**src/ppfs_pkg.sv**
```systemverilog
/*
 * Package for the port pin function select block: offsets, field layout,
 * reset values and the mode encoding.
 * Assumes nothing of its surroundings beyond a SystemVerilog compiler.
 */
package ppfs_pkg;

	// ------------------------------------------------------------
	// Register map
	// ------------------------------------------------------------
	localparam logic [7:0]  PPFS_OFS_PORT_C   = 8'h00;
	localparam logic [7:0]  PPFS_OFS_PORT_D   = 8'h04;
	localparam logic [15:0] PPFS_CTRL_RESET   = 16'h0000;
	localparam int          PPFS_CTRL_WIDTH   = 16;
	localparam int          PPFS_FIELD_WIDTH  = 2;
	localparam int          PPFS_PINS         = 8;
	localparam logic [1:0]  PPFS_RESP_OKAY    = 2'h0;
	localparam logic [1:0]  PPFS_RESP_SLVERR  = 2'h2;

	// ------------------------------------------------------------
	// Mode encoding
	// ------------------------------------------------------------
	typedef enum logic [1:0] {
		PPFS_MODE_ALT     = 2'h0,
		PPFS_MODE_OUT     = 2'h1,
		PPFS_MODE_IN_PU   = 2'h2,
		PPFS_MODE_IN_NOPU = 2'h3
	} ppfs_mode_t;

	// ------------------------------------------------------------
	// Bus slave states
	// ------------------------------------------------------------
	typedef enum logic [1:0] {
		PPFS_BUS_IDLE = 2'h0,
		PPFS_BUS_RESP = 2'h1
	} ppfs_bus_t;

endpackage : ppfs_pkg

```
**src/ppfs_top.sv**
```systemverilog
/*
 * Pin function and pull-up select for ports C and D, with an AXI4-Lite
 * register slave holding the two 16-bit mode control registers.
 * Assumes one 200 MHz clock, synchronous active-high reset, pins from outside.
 */
module ppfs_top
	import ppfs_pkg::*;
#(
	parameter int PINS = ppfs_pkg::PPFS_PINS
) (
	input  wire logic            clk_in,
	input  wire logic            rst_in,
	input  wire logic            ce_in,
	input  wire logic [7:0]      s_axi_awaddr_in,
	input  wire logic            s_axi_awvalid_in,
	output logic                 s_axi_awready_out,
	input  wire logic [31:0]     s_axi_wdata_in,
	input  wire logic [3:0]      s_axi_wstrb_in,
	input  wire logic            s_axi_wvalid_in,
	output logic                 s_axi_wready_out,
	output logic [1:0]           s_axi_bresp_out,
	output logic                 s_axi_bvalid_out,
	input  wire logic            s_axi_bready_in,
	input  wire logic [7:0]      s_axi_araddr_in,
	input  wire logic            s_axi_arvalid_in,
	output logic                 s_axi_arready_out,
	output logic [31:0]          s_axi_rdata_out,
	output logic [1:0]           s_axi_rresp_out,
	output logic                 s_axi_rvalid_out,
	input  wire logic            s_axi_rready_in,
	input  wire logic [PINS-1:0] portc_out_data_in,
	input  wire logic [PINS-1:0] portd_out_data_in,
	input  wire logic [PINS-1:0] portc_alt_out_in,
	input  wire logic [PINS-1:0] portd_alt_out_in,
	input  wire logic [PINS-1:0] portc_alt_oe_n_in,
	input  wire logic [PINS-1:0] portd_alt_oe_n_in,
	input  wire logic [PINS-1:0] portc_alt_pu_in,
	input  wire logic [PINS-1:0] portd_alt_pu_in,
	input  wire logic [PINS-1:0] portc_pin_in,
	input  wire logic [PINS-1:0] portd_pin_in,
	output logic [PINS-1:0]      portc_pin_out,
	output logic [PINS-1:0]      portd_pin_out,
	output logic [PINS-1:0]      portc_pin_oe_n_out,
	output logic [PINS-1:0]      portd_pin_oe_n_out,
	output logic [PINS-1:0]      portc_pull_up_out,
	output logic [PINS-1:0]      portd_pull_up_out,
	output logic [PINS-1:0]      portc_gpio_in_out,
	output logic [PINS-1:0]      portd_gpio_in_out,
	output logic [PINS-1:0]      portc_alt_in_out,
	output logic [PINS-1:0]      portd_alt_in_out
);

	localparam int CW = ppfs_pkg::PPFS_CTRL_WIDTH;

	// ------------------------------------------------------------
	// Helpers
	// ------------------------------------------------------------
	function automatic logic [15:0] ppfs_merge(input logic [15:0] old_v,
		input logic [31:0] wd, input logic [3:0] strb);
		logic [15:0] r;
		r = old_v;
		if (strb[0]) begin
			r[7:0] = wd[7:0];
		end
		if (strb[1]) begin
			r[15:8] = wd[15:8];
		end
		return r;
	endfunction : ppfs_merge

	// ------------------------------------------------------------
	// Register and bus state
	// ------------------------------------------------------------
	logic [CW-1:0] port_c_pin_mode_ctrl;
	logic [CW-1:0] port_d_pin_mode_ctrl;
	logic [CW-1:0] next_port_c_pin_mode_ctrl;
	logic [CW-1:0] next_port_d_pin_mode_ctrl;
	ppfs_bus_t     wr_state;
	ppfs_bus_t     next_wr_state;
	ppfs_bus_t     rd_state;
	ppfs_bus_t     next_rd_state;
	logic          aw_held;
	logic          next_aw_held;
	logic          w_held;
	logic          next_w_held;
	logic [7:0]    aw_addr;
	logic [7:0]    next_aw_addr;
	logic [31:0]   w_data;
	logic [31:0]   next_w_data;
	logic [3:0]    w_strb;
	logic [3:0]    next_w_strb;
	logic [1:0]    next_bresp;
	logic [31:0]   next_rdata;
	logic [1:0]    next_rresp;

	// ------------------------------------------------------------
	// Bus slave next state
	// ------------------------------------------------------------
	always_comb begin
		next_port_c_pin_mode_ctrl = port_c_pin_mode_ctrl;
		next_port_d_pin_mode_ctrl = port_d_pin_mode_ctrl;
		next_wr_state = wr_state;
		next_rd_state = rd_state;
		next_aw_held  = aw_held;
		next_w_held   = w_held;
		next_aw_addr  = aw_addr;
		next_w_data   = w_data;
		next_w_strb   = w_strb;
		next_bresp    = s_axi_bresp_out;
		next_rdata    = s_axi_rdata_out;
		next_rresp    = s_axi_rresp_out;
		if (wr_state == PPFS_BUS_IDLE) begin
			if (s_axi_awvalid_in && s_axi_awready_out) begin
				next_aw_held = 1'b1;
				next_aw_addr = s_axi_awaddr_in;
			end
			if (s_axi_wvalid_in && s_axi_wready_out) begin
				next_w_held = 1'b1;
				next_w_data = s_axi_wdata_in;
				next_w_strb = s_axi_wstrb_in;
			end
			if (aw_held && w_held) begin
				next_bresp = PPFS_RESP_OKAY;
				if (aw_addr[7:2] == PPFS_OFS_PORT_C[7:2]) begin
					next_port_c_pin_mode_ctrl = ppfs_merge(port_c_pin_mode_ctrl,
						w_data, w_strb);
				end else if (aw_addr[7:2] == PPFS_OFS_PORT_D[7:2]) begin
					next_port_d_pin_mode_ctrl = ppfs_merge(port_d_pin_mode_ctrl,
						w_data, w_strb);
				end else begin
					next_bresp = PPFS_RESP_SLVERR;
				end
				next_aw_held  = 1'b0;
				next_w_held   = 1'b0;
				next_wr_state = PPFS_BUS_RESP;
			end
		end else if (s_axi_bready_in) begin
			next_wr_state = PPFS_BUS_IDLE;
		end
		if (rd_state == PPFS_BUS_IDLE) begin
			if (s_axi_arvalid_in && s_axi_arready_out) begin
				next_rresp = PPFS_RESP_OKAY;
				next_rdata = 32'h0000_0000;
				if (s_axi_araddr_in[7:2] == PPFS_OFS_PORT_C[7:2]) begin
					next_rdata[CW-1:0] = port_c_pin_mode_ctrl;
				end else if (s_axi_araddr_in[7:2] == PPFS_OFS_PORT_D[7:2]) begin
					next_rdata[CW-1:0] = port_d_pin_mode_ctrl;
				end else begin
					next_rresp = PPFS_RESP_SLVERR;
				end
				next_rd_state = PPFS_BUS_RESP;
			end
		end else if (s_axi_rready_in) begin
			next_rd_state = PPFS_BUS_IDLE;
		end
	end

	always_ff @(posedge clk_in) begin
		if (rst_in) begin
			port_c_pin_mode_ctrl <= PPFS_CTRL_RESET;
			port_d_pin_mode_ctrl <= PPFS_CTRL_RESET;
			wr_state          <= PPFS_BUS_IDLE;
			rd_state          <= PPFS_BUS_IDLE;
			aw_held           <= 1'b0;
			w_held            <= 1'b0;
			aw_addr           <= 8'h00;
			w_data            <= 32'h0000_0000;
			w_strb            <= 4'h0;
			s_axi_awready_out <= 1'b0;
			s_axi_wready_out  <= 1'b0;
			s_axi_bvalid_out  <= 1'b0;
			s_axi_bresp_out   <= PPFS_RESP_OKAY;
			s_axi_arready_out <= 1'b0;
			s_axi_rvalid_out  <= 1'b0;
			s_axi_rresp_out   <= PPFS_RESP_OKAY;
			s_axi_rdata_out   <= 32'h0000_0000;
		end else if (ce_in) begin
			port_c_pin_mode_ctrl <= next_port_c_pin_mode_ctrl;
			port_d_pin_mode_ctrl <= next_port_d_pin_mode_ctrl;
			wr_state          <= next_wr_state;
			rd_state          <= next_rd_state;
			aw_held           <= next_aw_held;
			w_held            <= next_w_held;
			aw_addr           <= next_aw_addr;
			w_data            <= next_w_data;
			w_strb            <= next_w_strb;
			s_axi_awready_out <= (next_wr_state == PPFS_BUS_IDLE) && !next_aw_held;
			s_axi_wready_out  <= (next_wr_state == PPFS_BUS_IDLE) && !next_w_held;
			s_axi_bvalid_out  <= (next_wr_state == PPFS_BUS_RESP);
			s_axi_bresp_out   <= next_bresp;
			s_axi_arready_out <= (next_rd_state == PPFS_BUS_IDLE);
			s_axi_rvalid_out  <= (next_rd_state == PPFS_BUS_RESP);
			s_axi_rresp_out   <= next_rresp;
			s_axi_rdata_out   <= next_rdata;
		end
	end

	// ------------------------------------------------------------
	// Pin synchronisers
	// ------------------------------------------------------------
	logic [PINS-1:0] portc_sync1;
	logic [PINS-1:0] portc_sync2;
	logic [PINS-1:0] portd_sync1;
	logic [PINS-1:0] portd_sync2;

	always_ff @(posedge clk_in) begin
		if (rst_in) begin
			portc_sync1 <= '0;
			portc_sync2 <= '0;
			portd_sync1 <= '0;
			portd_sync2 <= '0;
		end else if (ce_in) begin
			portc_sync1 <= portc_pin_in;
			portc_sync2 <= portc_sync1;
			portd_sync1 <= portd_pin_in;
			portd_sync2 <= portd_sync1;
		end
	end

	// ------------------------------------------------------------
	// Pin muxes
	// ------------------------------------------------------------
	logic [PINS-1:0] c_pin;
	logic [PINS-1:0] c_oe_n;
	logic [PINS-1:0] c_pu;
	logic [PINS-1:0] c_gsel;
	logic [PINS-1:0] c_asel;
	logic [PINS-1:0] d_pin;
	logic [PINS-1:0] d_oe_n;
	logic [PINS-1:0] d_pu;
	logic [PINS-1:0] d_gsel;
	logic [PINS-1:0] d_asel;

	ppfs_port_mux #(.PINS(PINS)) u_mux_c (
		.mode_in         (port_c_pin_mode_ctrl),
		.out_data_in     (portc_out_data_in),
		.alt_out_in      (portc_alt_out_in),
		.alt_oe_n_in     (portc_alt_oe_n_in),
		.alt_pu_in       (portc_alt_pu_in),
		.pin_out         (c_pin),
		.pin_oe_n_out    (c_oe_n),
		.pin_pu_out      (c_pu),
		.gpio_in_sel_out (c_gsel),
		.alt_sel_out     (c_asel)
	);

	ppfs_port_mux #(.PINS(PINS)) u_mux_d (
		.mode_in         (port_d_pin_mode_ctrl),
		.out_data_in     (portd_out_data_in),
		.alt_out_in      (portd_alt_out_in),
		.alt_oe_n_in     (portd_alt_oe_n_in),
		.alt_pu_in       (portd_alt_pu_in),
		.pin_out         (d_pin),
		.pin_oe_n_out    (d_oe_n),
		.pin_pu_out      (d_pu),
		.gpio_in_sel_out (d_gsel),
		.alt_sel_out     (d_asel)
	);

	// ------------------------------------------------------------
	// Registered pin outputs
	// ------------------------------------------------------------
	always_ff @(posedge clk_in) begin
		if (rst_in) begin
			portc_pin_out      <= '0;
			portd_pin_out      <= '0;
			portc_pin_oe_n_out <= '1;
			portd_pin_oe_n_out <= '1;
			portc_pull_up_out  <= '0;
			portd_pull_up_out  <= '0;
			portc_gpio_in_out  <= '0;
			portd_gpio_in_out  <= '0;
			portc_alt_in_out   <= '0;
			portd_alt_in_out   <= '0;
		end else if (ce_in) begin
			portc_pin_out      <= c_pin;
			portd_pin_out      <= d_pin;
			portc_pin_oe_n_out <= c_oe_n;
			portd_pin_oe_n_out <= d_oe_n;
			portc_pull_up_out  <= c_pu;
			portd_pull_up_out  <= d_pu;
			portc_gpio_in_out  <= portc_sync2 & c_gsel;
			portd_gpio_in_out  <= portd_sync2 & d_gsel;
			portc_alt_in_out   <= portc_sync2 & c_asel;
			portd_alt_in_out   <= portd_sync2 & d_asel;
		end
	end

endmodule : ppfs_top

```
**src/ppfs_port_mux.sv**
```systemverilog
/*
 * One 8-pin port: decodes the mode fields into pin drive, enable and pull-up,
 * and selects whether pin levels go to the alternate function or the input data.
 * Assumes pin inputs are already synchronised by the caller.
 */
module ppfs_port_mux
	import ppfs_pkg::*;
#(
	parameter int PINS = 8
) (
	input  wire logic [2*PINS-1:0] mode_in,
	input  wire logic [PINS-1:0]   out_data_in,
	input  wire logic [PINS-1:0]   alt_out_in,
	input  wire logic [PINS-1:0]   alt_oe_n_in,
	input  wire logic [PINS-1:0]   alt_pu_in,
	output logic      [PINS-1:0]   pin_out,
	output logic      [PINS-1:0]   pin_oe_n_out,
	output logic      [PINS-1:0]   pin_pu_out,
	output logic      [PINS-1:0]   gpio_in_sel_out,
	output logic      [PINS-1:0]   alt_sel_out
);

	// ------------------------------------------------------------
	// Per-pin decode
	// ------------------------------------------------------------
	always_comb begin
		for (int i = 0; i < PINS; i++) begin
			pin_out[i]         = 1'b0;
			pin_oe_n_out[i]    = 1'b1;
			pin_pu_out[i]      = 1'b0;
			gpio_in_sel_out[i] = 1'b0;
			alt_sel_out[i]     = 1'b0;
			case (ppfs_mode_t'(mode_in[2*i +: 2]))
				PPFS_MODE_ALT: begin
					pin_out[i]      = alt_out_in[i];
					pin_oe_n_out[i] = alt_oe_n_in[i];
					pin_pu_out[i]   = alt_pu_in[i];
					alt_sel_out[i]  = 1'b1;
				end
				PPFS_MODE_OUT: begin
					pin_out[i]      = out_data_in[i];
					pin_oe_n_out[i] = 1'b0;
				end
				PPFS_MODE_IN_PU: begin
					pin_pu_out[i]      = 1'b1;
					gpio_in_sel_out[i] = 1'b1;
				end
				default: begin
					gpio_in_sel_out[i] = 1'b1;
				end
			endcase
		end
	end

endmodule : ppfs_port_mux

```
**config.mk**
```make
export PLATFORM = sky130hd
export DESIGN_NAME = ppfs_top
export DESIGN_NICKNAME = d
export VERILOG_FILES = /design/src/ppfs_pkg.sv /design/src/ppfs_top.sv /design/src/ppfs_port_mux.sv
export SDC_FILE = /design/constraint.sdc
export NUM_CORES = 1
export LEC_CHECK = 0
export BUFFER_PORTS_ARGS = -buffer_cell sky130_fd_sc_hd__buf_2
export CAP_MARGIN = 20
export CORE_MARGIN = 2
export CORE_UTILIZATION = 45
export CTS_CLUSTER_SIZE = 24
export DETAILED_ROUTE_END_ITERATION = 10
export GPL_TIMING_DRIVEN = 0
export PLACE_DENSITY = 0.72
export SLEW_MARGIN = 20
export SYNTH_ARGS = -nofsm -noshare
export SYNTH_HDL_FRONTEND = slang
export SYNTH_SLANG_ARGS = --single-unit
```
**constraint.sdc**
```tcl
create_clock -name clk_in -period 3.4 [get_ports clk_in]
set_input_delay 0.17 -clock clk_in [delete_from_list [all_inputs] [get_ports clk_in]]
set_output_delay 0.17 -clock clk_in [all_outputs]
set_load 0.01 [all_outputs]
```
==> metrics.yaml <==
power_and_ir_drop:
  ir_worst_vdd_v: 0.000390
  seqPwrFrac_pct: 47.9
  power_switching_w: 0.00121
  p_clk_share_pct: 42.7
  switching_share_pct: 24.0
  comb_power_share_pct: 9.4
  p_int_w: 0.00382
  p_per_area_mw_per_mm2: 486
  p_leak_nw: 4.41
route:
  wl_per_cell_um: 19.9
  vias: 7757
  ant_nets: 0
  drt_wl_total_mm: 28.1
  drtIter0Drc: 571
  vias_per_cell: 5.50
  first_pass_iters: 5
  drc: 0
run:
  cap_violations: 0
final_layout:
  syn_to_final_growth_pct: 28.9
  drive_above_1_share_pct: 25.0
  fin_cells: 1411
  fill_cells: 1578
  fin_nets: 1314
  num_antenna_cells: 0
sta:
  clock-skew-final_ns: 0.00916
  max_freq_ghz: 0.599
  tns_ns: 0
  min_period_ns: 1.67
  worst_pin_slew_ns: 0.732
  setup_viol: 0
  hold_violations: 0
  slew_violations: 0
  timing.slew.headroom_pct: 51.2
  grt_setup_unrepaired: "no"
  min_period_over_period_pct: 49.1
synthesis:
  ys_seq_area_share_pct: 49.1
  synth_cells: 893
  syn_area_mm2: 0.00804
  synth-edff-count: 0
  async_flop_share_pct: 0
  ys.flop_type: "dfxtp_1"
  synth-seq-cells: 197
  yosys_warnings: 0
  yosys.cell_types.count: 48
  syn_avg_cell_area_um2: 9.00
  synth_top_area_cell: "dfxtp_1"
  synth_top_area_share_pct: 49.1
  synthTopCellsByArea: "dfxtp_1 49%, mux2i_1 12%, nand2_1 5.5%"
worst_setup_path:
  cp.required_ns: 3.75
  crit_fanout: 10
  crit_type: "flip-flop to flip-flop"
  crit_arrival_ns: 2.02
  r2r_slack_ns: 1.73
  start_kind: "flip-flop"
  crit_path_end_kind: "flip-flop"
grt:
  antenna_found_initial: 0
  grt_pass1_wl_mm: 40.5
  first_global_vias: 7075
  overflow: 0
  grtUsageTotal_pct: 29.1
  grt_max_degree: 17
cts:
  cts_sinks: 197
  path_clk_slew_ns: 0.07
  postCtsSetupBuffers: 0
  clockBufferDepth: 2
  clkLatencyLatePin_ns: 0.44
  cts_tree: "built"
  cts_buffers: 17
  root_buffer: "clkbuf_16"
  cts_max_level: 4
status:
  status: "completed"
placed_design:
  port_buffers: 218
  dp_hpwl_mm: 20.4
  gp_congestion: 0.902
  placed_cells: 1353
floorplanning:
  die_y_um: 138
  core_area_mm2: 0.0174
  start_util_pct: 46.3
  die-area_mm2: 0.0189
  die_x_um: 138
  core.rowCount: 48
  io_pins: 261
worst_hold_path:
  min_path_type: "input pin to flip-flop"
## worst paths after layout
path | from | end | cells past startpoint
max | rd_state[0] | s_axi_rdata_out[14] | 4
min reg2reg | portc_gpio_in_out[4] | portc_gpio_in_out[4] | 2
max reg2reg | rd_state[0] | s_axi_rdata_out[14] | 4
min | portc_pin_in[3] | portc_sync1[3] | 3
## flip-flops by register name, summed over array words and instances (netlist names), 2 cells and up
signal / count
portc_gpio_in_out: 8
portc_pin_oe_n_out: 8
portd_sync1: 8
portd_gpio_in_out: 8
portd_alt_in_out: 8
w_strb: 2
portc_sync2: 8
portc_sync1: 8
portd_sync2: 8
portc_pin_out: 8
port_c_pin_mode_ctrl: 16
s_axi_rdata_out: 16
portc_pull_up_out: 8
portd_pin_oe_n_out: 8
aw_addr: 6
port_d_pin_mode_ctrl: 16
w_data: 16
rd_state: 2
wr_state: 2
portd_pull_up_out: 8
portc_alt_in_out: 8
portd_pin_out: 8
## what timing repair did
| item | CTS | global route |
|---|---|---|
| gates resized for setup | 0 | 0 |
| hold buffers | 26 | 1 |
| endpoints found under the hold margin | 26 | 1 |
## layer usage
| layer | vias to the layer above | part of all wire, % | track usage [%] |
|---|---|---|---|
| li1 | 3646 | - | - |
| met1 | 3653 | 41 | 37.9 |
| met2 | 391 | 45 | 45.9 |
| met3 | 67 | 9.8 | 7.17 |
| met4 | 0 | 3.7 | 12.1 |
| met5 | - | 0 | 0 |
## metrics by stage
step	util (%)	area, um^2	total power (W)	hold WS [ns]	worst slack [ns]
after floorplan	-	8100	0.00270	0.317	1.98
after global placement	54.6	9470	0.00290	0.410	1.46
after detailed placement	54.6	9470	0.00290	0.420	1.45
after CTS	59.7	10400	0.00503	0.000453	1.74
after global routing	59.7	10400	0.00519	0.000609	1.63
final	59.7	10400	0.00503	0.00287	1.73
## critical path, stage by stage, from the launching register on
cell and delay (ns):
dfxtp_1 0.34, and4bb_2 0.41, nand4_2 0.27, buf_2 0.28
o32ai_1 0.27
## cell families (layout without fill, tap and decap cells)
kind of cell,after synthesis,in the layout,share of synthesized area [%]
flip-flops,197,197,49.1
multiplexers,96,96,12.0
buffers and inverters,104,380,6.27
other,1,18,0.0467
AND/OR/NAND/NOR,301,301,17.8
AO/OA/AOI/OAI,194,194,14.8
## layout by cell type (no fill, tap or decap), drive strengths merged, types with 14 or more instances in the layout
master         n
buf          261
dfxtp        197
conb          18
a21oi         83
nand2b        16
a211oi        16
dlygate4sd3   27
o31a          14
o211ai        16
o21ai         41
inv           20
nor2          80
clkbuf        61
o32ai         16
mux2i         96
nand3         50
nand2        118
## power groups by stage
| stage | Clock, W | Combinational [W] | Sequential, W |
|---|---|---|---|
| 6_report | 0.00215 | 0.000473 | 0.00241 |
| 5_1_grt | 0.00227 | 0.000511 | 0.00242 |
| 4_1_cts | 0.00215 | 0.000467 | 0.00241 |
| 3_5_place_dp | 0 | 0.000441 | 0.00246 |
| 3_3_place_gp | 0 | 0.000437 | 0.00246 |
| 2_1_floorplan | 0 | 0.000232 | 0.00247 |
## synth_stat cells (all sizes together) (2+ instances only)
cell    instances
o31a           14
o21bai          2
clkbuf         42
o211ai         16
and2            4
nand3          50
nor4b           2
a211oi         16
mux2i          96
inv            18
o21ai          41
nand4           2
nor2           80
dfxtp         197
nor3            2
nand2b         16
buf            43
o32ai          16
nand3b          3
nor3b           2
or3             3
nor4bb          9
a21oi          83
a211o           2
nand2         118
and3            3
## area by class of cell
type | count | area [um^2] | area share (%)
clock inverter | 12 | 176 | 1.70
multi-input combinational | 609 | 3650 | 35.3
tap | 225 | 282 | 2.72
sequential | 197 | 3940 | 38.1
inverter | 19 | 71.3 | 0.688
clock buffer | 19 | 443 | 4.27
buffer | 85 | 433 | 4.18
timing repair buffer | 245 | 1360 | 13.1
Power figures use the tool's default switching activity.
